[src/logic/acrw_defines.svh]
`ifndef ACRW_DEFINES_SVH
`define ACRW_DEFINES_SVH

// Register indexes; byte address is four times the index
`define ACRW_IDX_RANGE      10'h01C
`define ACRW_IDX_FILTER     10'h01D
`define ACRW_IDX_WAKERATE   10'h01E
`define ACRW_IDX_THRESH     10'h01F
`define ACRW_IDX_CTRL       10'h020
`define ACRW_IDX_DIV        10'h021
`define ACRW_IDX_STAT       10'h022
`define ACRW_IDX_MASK       10'h023
`define ACRW_IDX_STATE      10'h024

// Reset values
`define ACRW_RST_RANGE      8'h00
`define ACRW_RST_FILTER     8'h00
`define ACRW_RST_WAKERATE   8'h00
`define ACRW_RST_THRESH     8'h00
`define ACRW_RST_DIV        8'h00
`define ACRW_RST_MASK       3'h0

// Field positions
`define ACRW_ST_X           7
`define ACRW_ST_Y           6
`define ACRW_ST_Z           5
`define ACRW_RANGE_MSB      4
`define ACRW_RANGE_LSB      3
`define ACRW_FCHB_BIT       3
`define ACRW_CUT_MSB        2
`define ACRW_WAKE_MSB       3
`define ACRW_LP_BIT         0
`define ACRW_STAT_WOM       0
`define ACRW_STAT_SAMPLE    1
`define ACRW_STAT_WAKE      2

// Timing
`define ACRW_CLK_HZ         50000000
`define ACRW_BYPASS_HZ      4000
`define ACRW_FILTER_HZ      1000
`define ACRW_WAKE_TOP_HZ    500
`define ACRW_WAKE_TOP_CODE  4'hB
`define ACRW_CUT_ALIAS      3'h7

// Threshold scale: 4 mg per count, 16384 counts per g at the finest range
`define ACRW_MG_PER_COUNT   4
`define ACRW_THR_MUL        17'h10625
`define ACRW_THR_SHIFT      10

`endif

[src/logic/acrw_pkg.sv]
package acrw_pkg;

	typedef struct packed {
		logic       x_axis_selftest_on;
		logic       y_axis_selftest_on;
		logic       z_axis_selftest_on;
		logic [1:0] accel_range_code;
		logic       fchoice;
		logic [2:0] lowpass_cutoff_code;
		logic       lowpower_on;
	} acrw_cfg_type;

	typedef struct packed {
		logic [2:0][15:0] axis;
	} acrw_axes_type;

	typedef enum logic [1:0] {
		ACRW_IDLE   = 2'b00,
		ACRW_ACCESS = 2'b01
	} acrw_apb_type;

endpackage

[src/logic/acrw_top.sv]
`timescale 1ns/1ps
`include "acrw_defines.svh"
module acrw_top
	import acrw_pkg::*;
#(
	parameter int unsigned CYC_BYPASS = `ACRW_CLK_HZ / `ACRW_BYPASS_HZ,
	parameter int unsigned CYC_FILTER = `ACRW_CLK_HZ / `ACRW_FILTER_HZ,
	parameter int unsigned CYC_WAKE   = `ACRW_CLK_HZ / `ACRW_WAKE_TOP_HZ
)
(
	input  wire logic          pclk,
	input  wire logic          presetn,
	input  wire logic          psel,
	input  wire logic          penable,
	input  wire logic          pwrite,
	input  wire logic [11:0]   paddr,
	input  wire logic [31:0]   pwdata,
	output logic      [31:0]   prdata,
	output logic               pready,
	output logic               pslverr,
	input  wire acrw_axes_type accel_in,
	output acrw_cfg_type       cfg_out,
	output logic               sample_tick,
	output logic               wake_tick,
	output logic               irq
);
	logic [7:0]    range_q;
	logic [7:0]    filter_q;
	logic [7:0]    wakerate_q;
	logic [7:0]    thresh_q;
	logic [7:0]    div_q;
	logic          lp_q;
	logic [2:0]    stat_q;
	logic [2:0]    mask_q;
	acrw_apb_type  apb_q;
	logic [9:0]    idx;
	logic          mapped;
	logic          wr_done;
	logic          rd_done;
	logic [31:0]   rd_d;
	logic          eff_fchoice;
	logic [31:0]   base_period;
	logic [31:0]   wake_period;
	logic          base_tick;
	logic          wake_raw;
	logic          wake_ok;
	logic [7:0]    div_cnt_q;
	logic          smp_ev;
	acrw_axes_type ref_q;
	logic [15:0]   limit;
	logic [24:0]   thr_prod;
	logic          motion_hit;
	logic          wom_ev;
	logic [2:0]    ev;

	// APB decode; unaligned or unknown addresses answer with an error
	assign idx     = paddr[11:2];
	assign mapped  = (paddr[1:0] == 2'b00) && idx >= `ACRW_IDX_RANGE
		&& idx <= `ACRW_IDX_STATE;
	assign wr_done = psel && penable && pready && pwrite;
	assign rd_done = psel && penable && pready && !pwrite;

	// One wait-free access cycle: pready rises in the cycle after setup
	always_ff @(posedge pclk or negedge presetn) begin
		if (!presetn) begin
			apb_q   <= ACRW_IDLE;
			pready  <= 1'b0;
			pslverr <= 1'b0;
		end else begin
			unique case (apb_q)
				ACRW_IDLE: begin
					if (psel && !penable) begin
						apb_q   <= ACRW_ACCESS;
						pready  <= 1'b1;
						pslverr <= !mapped;
					end
				end
				ACRW_ACCESS: begin
					apb_q   <= ACRW_IDLE;
					pready  <= 1'b0;
					pslverr <= 1'b0;
				end
			endcase
		end
	end

	// Read mux with reserved positions forced to zero
	always_comb begin
		rd_d = 32'h0;
		unique case (idx)
			`ACRW_IDX_RANGE:    rd_d = {24'h0, range_q[7:3], 3'h0};
			`ACRW_IDX_FILTER:   rd_d = {28'h0, filter_q[3:0]};
			`ACRW_IDX_WAKERATE: rd_d = {28'h0, wakerate_q[3:0]};
			`ACRW_IDX_THRESH:   rd_d = {24'h0, thresh_q};
			`ACRW_IDX_CTRL:     rd_d = {31'h0, lp_q};
			`ACRW_IDX_DIV:      rd_d = {24'h0, div_q};
			`ACRW_IDX_STAT:     rd_d = {29'h0, stat_q};
			`ACRW_IDX_MASK:     rd_d = {29'h0, mask_q};
			`ACRW_IDX_STATE:    rd_d = {22'h0, cfg_out};
			default:            rd_d = 32'h0;
		endcase
	end

	always_ff @(posedge pclk or negedge presetn) begin
		if (!presetn) begin
			prdata <= 32'h0;
		end else if (apb_q == ACRW_IDLE && psel && !penable) begin
			prdata <= (mapped && !pwrite) ? rd_d : 32'h0;
		end
	end

	// Config registers; reserved bits never stored
	always_ff @(posedge pclk or negedge presetn) begin
		if (!presetn) begin
			range_q    <= `ACRW_RST_RANGE;
			filter_q   <= `ACRW_RST_FILTER;
			wakerate_q <= `ACRW_RST_WAKERATE;
			thresh_q   <= `ACRW_RST_THRESH;
			div_q      <= `ACRW_RST_DIV;
			lp_q       <= 1'b0;
			mask_q     <= `ACRW_RST_MASK;
		end else if (wr_done && !pslverr) begin
			unique case (idx)
				`ACRW_IDX_RANGE:    range_q    <= {pwdata[7:3], 3'h0};
				`ACRW_IDX_FILTER:   filter_q   <= {4'h0, pwdata[3:0]};
				`ACRW_IDX_WAKERATE: wakerate_q <= {4'h0, pwdata[3:0]};
				`ACRW_IDX_THRESH:   thresh_q   <= pwdata[7:0];
				`ACRW_IDX_CTRL:     lp_q       <= pwdata[`ACRW_LP_BIT];
				`ACRW_IDX_DIV:      div_q      <= pwdata[7:0];
				`ACRW_IDX_MASK:     mask_q     <= pwdata[2:0];
				default: ;
			endcase
		end
	end

	// Effective choice is the stored bit inverted, low-power forces 0
	assign eff_fchoice = !lp_q && !filter_q[`ACRW_FCHB_BIT];

	always_ff @(posedge pclk or negedge presetn) begin
		if (!presetn) begin
			cfg_out <= '0;
		end else begin
			cfg_out.x_axis_selftest_on  <= range_q[`ACRW_ST_X];
			cfg_out.y_axis_selftest_on  <= range_q[`ACRW_ST_Y];
			cfg_out.z_axis_selftest_on  <= range_q[`ACRW_ST_Z];
			cfg_out.accel_range_code    <= range_q[`ACRW_RANGE_MSB:`ACRW_RANGE_LSB];
			cfg_out.fchoice             <= eff_fchoice;
			// Code 7 aliases code 0; bypass ignores the field entirely
			cfg_out.lowpass_cutoff_code <= !eff_fchoice ? 3'h0
				: (filter_q[`ACRW_CUT_MSB:0] == `ACRW_CUT_ALIAS) ? 3'h0
				: filter_q[`ACRW_CUT_MSB:0];
			cfg_out.lowpower_on         <= lp_q;
		end
	end

	// Filter output rate: 4 kHz bypassed, 1 kHz filtered
	assign base_period = eff_fchoice ? CYC_FILTER : CYC_BYPASS;

	acrw_tick_gen u_base (
		.pclk    (pclk),
		.presetn (presetn),
		.run     (!lp_q),
		.period  (base_period),
		.tick    (base_tick)
	);

	// Wake period doubles per code step below the top code
	assign wake_ok     = wakerate_q[`ACRW_WAKE_MSB:0] <= `ACRW_WAKE_TOP_CODE;
	assign wake_period = CYC_WAKE
		<< (`ACRW_WAKE_TOP_CODE - wakerate_q[`ACRW_WAKE_MSB:0]);

	// Reserved codes keep the part asleep rather than guessing a rate
	acrw_tick_gen u_wake (
		.pclk    (pclk),
		.presetn (presetn),
		.run     (lp_q && wake_ok),
		.period  (wake_period),
		.tick    (wake_raw)
	);

	// Normal mode: one sample every (1 + divider) filter outputs
	always_ff @(posedge pclk or negedge presetn) begin
		if (!presetn) begin
			div_cnt_q <= 8'h0;
		end else if (lp_q) begin
			div_cnt_q <= 8'h0;
		end else if (base_tick) begin
			div_cnt_q <= (div_cnt_q >= div_q) ? 8'h0 : div_cnt_q + 8'h1;
		end
	end

	// A tick already in flight when low power starts must not count
	assign smp_ev = base_tick && !lp_q && (div_cnt_q >= div_q);

	always_ff @(posedge pclk or negedge presetn) begin
		if (!presetn) begin
			sample_tick <= 1'b0;
			wake_tick   <= 1'b0;
		end else begin
			sample_tick <= smp_ev || (lp_q && wake_raw);
			wake_tick   <= lp_q && wake_raw;
		end
	end

	// Threshold in mg scaled to counts of the selected range
	assign thr_prod = 25'(thresh_q) * 25'(`ACRW_THR_MUL);
	assign limit    = 16'(thr_prod >> (`ACRW_THR_SHIFT + range_q[4:3]));

	acrw_motion_cmp u_cmp (
		.sample  (accel_in),
		.ref_val (ref_q),
		.limit   (limit),
		.hit     (motion_hit)
	);

	// Each taken sample becomes the next reference
	always_ff @(posedge pclk or negedge presetn) begin
		if (!presetn) begin
			ref_q <= '0;
		end else if (sample_tick) begin
			ref_q <= accel_in;
		end
	end

	assign wom_ev = sample_tick && motion_hit;
	assign ev     = {wake_tick, sample_tick, wom_ev};

	// Sticky status, cleared by read; a same-cycle event wins
	always_ff @(posedge pclk or negedge presetn) begin
		if (!presetn) begin
			stat_q <= 3'h0;
		end else if (rd_done && !pslverr && idx == `ACRW_IDX_STAT) begin
			// Only bits already reported are cleared; later events stay pending
			stat_q <= (stat_q & ~prdata[2:0]) | ev;
		end else begin
			stat_q <= stat_q | ev;
		end
	end

	always_ff @(posedge pclk or negedge presetn) begin
		if (!presetn) begin
			irq <= 1'b0;
		end else begin
			irq <= |(stat_q & mask_q);
		end
	end

	// Helper: filter outputs since the last sample tick
	logic [8:0] gap_q;
	always_ff @(posedge pclk or negedge presetn) begin
		if (!presetn) begin
			gap_q <= 9'h0;
		end else if (lp_q || smp_ev) begin
			gap_q <= 9'h0;
		end else if (base_tick) begin
			gap_q <= gap_q + 9'h1;
		end
	end

	// Helper: a new divider may shorten or stretch the gap in progress
	logic div_new_q;
	always_ff @(posedge pclk or negedge presetn) begin
		if (!presetn) begin
			div_new_q <= 1'b0;
		end else if (wr_done && idx == `ACRW_IDX_DIV) begin
			div_new_q <= 1'b1;
		end else if (smp_ev) begin
			div_new_q <= 1'b0;
		end
	end

	// Helper: cycles between filter outputs while the filter choice holds still
	logic [31:0] base_cyc_q;
	logic        base_fch_q;
	logic        base_steady_q;
	always_ff @(posedge pclk or negedge presetn) begin
		if (!presetn) begin
			base_cyc_q    <= 32'h0;
			base_fch_q    <= 1'b0;
			base_steady_q <= 1'b0;
		end else if (lp_q || base_tick) begin
			base_cyc_q    <= 32'h1;
			base_fch_q    <= eff_fchoice;
			base_steady_q <= !lp_q;
		end else begin
			base_cyc_q    <= base_cyc_q + 32'h1;
			base_steady_q <= base_steady_q && (eff_fchoice == base_fch_q);
		end
	end

	a_range_write: assert property (@(posedge pclk) disable iff (!presetn)
		wr_done && !pslverr && idx == `ACRW_IDX_RANGE
		|-> ##2 cfg_out.accel_range_code == $past(pwdata[4:3], 2))
		else $error("range code not applied");

	a_choice_inv: assert property (@(posedge pclk) disable iff (!presetn)
		!lp_q && $stable(filter_q) |=> cfg_out.fchoice == !$past(filter_q[3]))
		else $error("filter choice not inverted");

	a_bypass_rate: assert property (@(posedge pclk) disable iff (!presetn)
		base_tick && base_steady_q && !base_fch_q |-> base_cyc_q == CYC_BYPASS)
		else $error("bypass rate wrong");

	a_filter_rate: assert property (@(posedge pclk) disable iff (!presetn)
		base_tick && base_steady_q && base_fch_q |-> base_cyc_q == CYC_FILTER)
		else $error("filtered rate wrong");

	a_cutoff_alias: assert property (@(posedge pclk) disable iff (!presetn)
		eff_fchoice && filter_q[2:0] == 3'h7 |=> cfg_out.lowpass_cutoff_code == 3'h0)
		else $error("cutoff code 7 not aliased");

	a_div_spacing: assert property (@(posedge pclk) disable iff (!presetn)
		smp_ev && !div_new_q |-> gap_q == 9'(div_q))
		else $error("divider spacing wrong");

	a_lp_force: assert property (@(posedge pclk) disable iff (!presetn)
		lp_q |=> !cfg_out.fchoice && (sample_tick == wake_tick))
		else $error("low-power choice not forced");

	a_wake_resv: assert property (@(posedge pclk) disable iff (!presetn)
		(lp_q && !wake_ok) [*2] |=> !wake_tick)
		else $error("reserved wake code woke");

	a_wom_flag: assert property (@(posedge pclk) disable iff (!presetn)
		wom_ev |=> stat_q[`ACRW_STAT_WOM])
		else $error("wake-on-motion flag lost");

	a_rsvd_read: assert property (@(posedge pclk) disable iff (!presetn)
		rd_done && idx == `ACRW_IDX_RANGE |-> prdata[2:0] == 3'h0)
		else $error("reserved bits read nonzero");

	a_irq_level: assert property (@(posedge pclk) disable iff (!presetn)
		##1 irq == |($past(stat_q) & $past(mask_q)))
		else $error("interrupt level mismatch");

	c_cfg_write: cover property (@(posedge pclk) disable iff (!presetn)
		wr_done && idx == `ACRW_IDX_FILTER);
	c_lp_wake:   cover property (@(posedge pclk) disable iff (!presetn)
		wake_tick);
	c_wom_irq:   cover property (@(posedge pclk) disable iff (!presetn)
		wom_ev ##[1:3] irq);
	c_div_sample: cover property (@(posedge pclk) disable iff (!presetn)
		smp_ev && div_q != 8'h00);
	c_stat_clear: cover property (@(posedge pclk) disable iff (!presetn)
		rd_done && idx == `ACRW_IDX_STAT && stat_q[`ACRW_STAT_WOM]);
endmodule // acrw_top

[src/logic/acrw_tick_gen.sv]
`timescale 1ns/1ps
module acrw_tick_gen
	import acrw_pkg::*;
(
	input  wire logic        pclk,
	input  wire logic        presetn,
	input  wire logic        run,
	input  wire logic [31:0] period,
	output logic             tick
);
	logic [31:0] cnt_q;

	// Restart on stop so a new period starts cleanly
	always_ff @(posedge pclk or negedge presetn) begin
		if (!presetn) begin
			cnt_q <= 32'h0;
			tick  <= 1'b0;
		end else if (!run) begin
			cnt_q <= 32'h0;
			tick  <= 1'b0;
		end else if (cnt_q >= period - 32'h1) begin
			cnt_q <= 32'h0;
			tick  <= 1'b1;
		end else begin
			cnt_q <= cnt_q + 32'h1;
			tick  <= 1'b0;
		end
	end
endmodule // acrw_tick_gen

[src/logic/acrw_motion_cmp.sv]
`timescale 1ns/1ps
module acrw_motion_cmp
	import acrw_pkg::*;
(
	input  wire acrw_axes_type sample,
	input  wire acrw_axes_type ref_val,
	input  wire logic [15:0]   limit,
	output logic               hit
);
	logic [2:0] over;

	// Per-axis distance from the reference sample
	genvar g;
	generate
		for (g = 0; g < 3; g++) begin : g_axis
			logic signed [16:0] diff;
			logic        [16:0] mag;
			assign diff    = $signed({sample.axis[g][15], sample.axis[g]})
				- $signed({ref_val.axis[g][15], ref_val.axis[g]});
			assign mag     = diff[16] ? 17'(-diff) : 17'(diff);
			assign over[g] = mag > {1'b0, limit};
		end
	endgenerate

	assign hit = |over;
endmodule // acrw_motion_cmp

[config.mk]
export PLATFORM = sky130hd
export DESIGN_NAME = acrw_top
export DESIGN_NICKNAME = d
export VERILOG_FILES = /design/src/logic/acrw_pkg.sv /design/src/logic/acrw_top.sv /design/src/logic/acrw_tick_gen.sv /design/src/logic/acrw_motion_cmp.sv
export VERILOG_INCLUDE_DIRS = /design/src /design/src/logic
export SDC_FILE = /design/constraint.sdc
export NUM_CORES = 1
export LEC_CHECK = 0
export BUFFER_PORTS_ARGS = -buffer_cell sky130_fd_sc_hd__buf_2
export CAP_MARGIN = 20
export CORE_ASPECT_RATIO = 0.7
export CORE_UTILIZATION = 44
export DETAILED_ROUTE_END_ITERATION = 8
export GPL_TIMING_DRIVEN = 0
export PLACE_DENSITY_LB_ADDON = 0.2
export SLEW_MARGIN = 15
export SYNTH_ARGS = -nofsm -noshare
export SYNTH_HDL_FRONTEND = slang
export SYNTH_HIERARCHICAL = 1
export SYNTH_SLANG_ARGS = --single-unit
[constraint.sdc]
create_clock -name pclk -period 6.4 [get_ports pclk]
set_input_delay 0.64 -clock pclk [delete_from_list [all_inputs] [get_ports pclk]]
set_output_delay 0.64 -clock pclk [all_outputs]
set_load 0.01 [all_outputs]
==> PnR_summary.wiki <==
{| class="wikitable"
! Metric !! Value
|-
| Post-placement cell area || 0.0192 sq mm
|-
| Clock tree from TritonCTS || done
|-
| Final standard cell area without fillers || 0.0204 sq mm
|-
| Global routing usage summed across all routing layers || 0.219
|-
| Reg2reg setup slack || -0.02 ns
|-
| Post-synth design cell area || 0.0176 sq mm
|-
| Maximum vdd ir drop || 196 uV
|-
| Launching point of the worst reg2reg path || thresh_q[7]
|-
| Transition time at the pin with the least slew margin || 1.04 ns
|-
| Max Fclk || 0.156 GHz
|-
| Post-synthesis sequential element count || ~180
|-
| Predominant post-synthesis flop cell || dfrtp_1
|-
| Max cap viols || 0
|-
| Post-synthesis to final-layout area growth || 16.0%
|-
| Number of remaining DRC errors || 0
|-
| Worst slack at placement || -0.653 ns
|-
| Class of the worst hold path || in -> async
|-
| Detailed-placement wirelength estimate || 33.8 mm
|-
| Final Hold Fails || 0
|-
| Number of sinks handled by clock tree synthesis || ~180
|-
| Clock-pin transition on the worst setup and hold timing paths || 0.09 ns
|-
| Syn. warnings || 6
|-
| Number of H-tree levels || 4
|-
| DIE HEIGHT || 169 um
|-
| Avg Synthesized Cell Area || 8.83 sq um
|-
| Power per standard cell area || 141 mW/mm^2
|-
| Congestion Overflow GR || 0
|-
| Width of the die || 241 um
|-
| Number of placement rows || 60
|-
| CP max stage cell || fa_1
|-
| Worst skew pair latency || about 0.46 ns
|-
| Launch point of the worst path || thresh_q[7]
|-
| RR Endpoint || stat_q[0]
|-
| Arr. time, crit path || about 6.8 ns
|-
| Gate Count Post-Synth || ~2000
|-
| EDFF count, synth || 0
|-
| Total I/O pin count || 144
|-
| Avg WL per Cell || 15.6 um
|-
| Count of pins over their slew limit || 0
|-
| Final-stage net count || 2593
|-
| Delay of the slowest critical-path stage || 0.58 ns
|-
| Dpl cells || around 2700
|-
| CTS Buffer Depth || 2
|-
| R2R depth || 26
|-
| Data required time of the worst path || a little under 7 ns
|-
| Final WL || between 40 and 50 mm
|-
| Antenna violations before repair || 7
|-
| Worst hold slack || 0.165 ns
|-
| Buffer type at the clock tree root || clkbuf_16
|-
| Number of cells in the finished layout apart from fillers || ~2800
|-
| Worst Skew || around 0.018 ns
|-
| Routability cong. || 0.873
|-
| Number of clock buffers inserted by TritonCTS || 17
|-
| Leak Pwr || 0.00946 uW
|-
| Post-detailed-route count of antenna-violating nets || 0
|-
| Maximum fanout along the worst path || 3
|-
| Setup Crit Path Kind || reg -> reg
|-
| Sequential fraction of the synthesis area || 0.260
|-
| Most numerous cell in the Yosys netlist || ha_1
|-
| Violations in the final reports || setup timing
|-
| Hold-fix buffers at CTS || 0
|-
| Min Tclk post-route || 6.42 ns
|-
| Library cells used by synthesis || 97
|-
| Core box area || around 0.039 sq mm
|-
| DR vias/cell || 5.36
|-
| Cell seen most often among critical-path stages || ha_4
|-
| Type of element capturing the critical path || register
|-
| Total of endpoints with negative setup slack in the final report || 1
|-
| Pre-Repair DR Iteration Count || 6
|-
| Fraction of final layout cells with drive strength greater than 1 || 0.164
|-
| Die outline area || 0.0408 sq mm
|-
| Period utilization || 1.00
|-
| Number of port buffers || 97
|-
| Maximum number of pins on one net before global-route repair || 100
|-
| Fraction of registers with async set or reset after synthesis || 1.00
|-
| Library cell with the largest summed area after synthesis || dfrtp_1
|-
| Tightest slew margin relative to the limit || 0.307
|-
| Via count of the routed design || 14948
|-
| Cell types occupying the most area after synthesis || dfrtp_1, ha_1, xnor2_1
|-
| Kind of start point of the critical path || register
|-
| Top cells by instance count after synthesis || ha_1, nor2_1, dfrtp_1, nand2_1, inv_1
|-
| Worst setup slack after layout || -0.0172 ns
|-
| Number of global-route vias before repair || 14195
|-
| RSZ-0062 raised after global routing || yes
|-
| Post-synth top area share || 0.260
|-
| Global-route wire length before repair || just over 70 mm
|-
| Outcome || finished with violations
|-
| Initial drt markers || 1030
|-
| Initial core utilization || 0.453
|}
[cells by family (layout without fill, tap and decap cells)]
group	count (synthesis)	count (layout)	synth area share
AO/OA/AOI/OAI	389	389	0.150
other	2	114	0.000427
flip-flops	183	183	0.260
AND/OR/NAND/NOR	669	669	0.200
buffers and inverters	209	367	0.0500
XOR/XNOR	202	202	0.100
adder cells (fa/ha/maj)	250	250	0.182
multiplexers	89	89	0.0569
[per-layer routing]
layer / track usage / vias up / part of all wire
met3: 0.0319 / 42 / 0.045
li1: - / 7512 / -
met5: 0 / - / 0.00030
met4: 0.0553 / 2 / 0.015
met1: 0.321 / 7085 / 0.50
met2: 0.335 / 307 / 0.44
[layout make-up]
class | instances | area [sq um]
Multi-Input combinational cell | 1709 | 12900
Sequential cell | 183 | 4590
Clock inverter | 15 | 179
Timing Repair Buffer | 127 | 779
Tap cell | 527 | 659
Buffer | 71 | 363
Fill cell | 3662 | 18500
Inverter | 137 | 518
Clock buffer | 17 | 425
Antenna cell | 4 | 10.0
[flip-flops by register name, summed over array words and instances, names as in the netlist, 3 cells and up]
register      count
cfg_out          10
prdata           10
div_q             8
mask_q            3
ref_q            48
wakerate_q        4
range_q           5
filter_q          4
thresh_q          8
div_cnt_q         8
u_base/cnt_q     32
u_wake/cnt_q     32
stat_q            3
[how the worst max path moves through the flow]
stage	endpoint	slack (ns)	depth (start not counted)
floorplan	stat_q[0]	0.64	24
detailed placement	stat_q[0]	-0.65	27
global route	stat_q[0]	-0.15	26
CTS	stat_q[0]	0.02	28
finish	stat_q[0]	-0.02	26
global placement	stat_q[0]	-0.57	27
[worst max-delay path: cells and delay by family, from the launching register on]
| family | cells | cell delay (ns) |
|---|---|---|
| compound gates | 14 | 3.27 |
| buf+inv | 2 | 0.23 |
| fa+ha+maj | 6 | 1.84 |
| flops | 1 | 0.47 |
| simple gates | 4 | 0.46 |
[timing repair]
item                                    4_1_cts  5_1_grt
buffers inserted                             21        8
pin swaps                                    17       41
endpoints found under the setup margin        1        1
endpoints found under the hold margin         0        0
gates resized for setup                      34       52
[power breakdown]
part | leakage (uW) | total, uW | switching, uW | internal, uW
clock | 0.000286 | 1090 | 556 | 529
combinational | 0.00674 | 605 | 342 | 263
sequential | 0.00244 | 1190 | 21.6 | 1170
[cell usage in the layout, fill, tap and decap left out, types with 46 or more instances in the layout]
| master | netlist | layout |
|---|---|---|
| a21oi_1 | 98 | 94 |
| buf_2 | 5 | 101 |
| buf_4 | 24 | 46 |
| conb_1 | 2 | 110 |
| dfrtp_1 | 183 | 175 |
| ha_1 | 239 | 224 |
| inv_1 | 136 | 124 |
| mux2_2 | 68 | 68 |
| nand2_1 | 153 | 153 |
| nor2_1 | 205 | 201 |
| nor3_1 | 46 | 46 |
| o21ai_0 | 83 | 78 |
| xnor2_1 | 113 | 113 |
| xor2_1 | 89 | 87 |
[per-stage QoR]
stage               power, uW  TNS (ns)   util
finish                   2880   -0.0172  0.525
detailed placement       1790    -0.653  0.494
global route             3040    -0.153  0.525
CTS                      2900         0  0.518
floorplan                1630         0      -
global placement         1770    -0.568  0.493
Power figures use the tool's default switching activity.
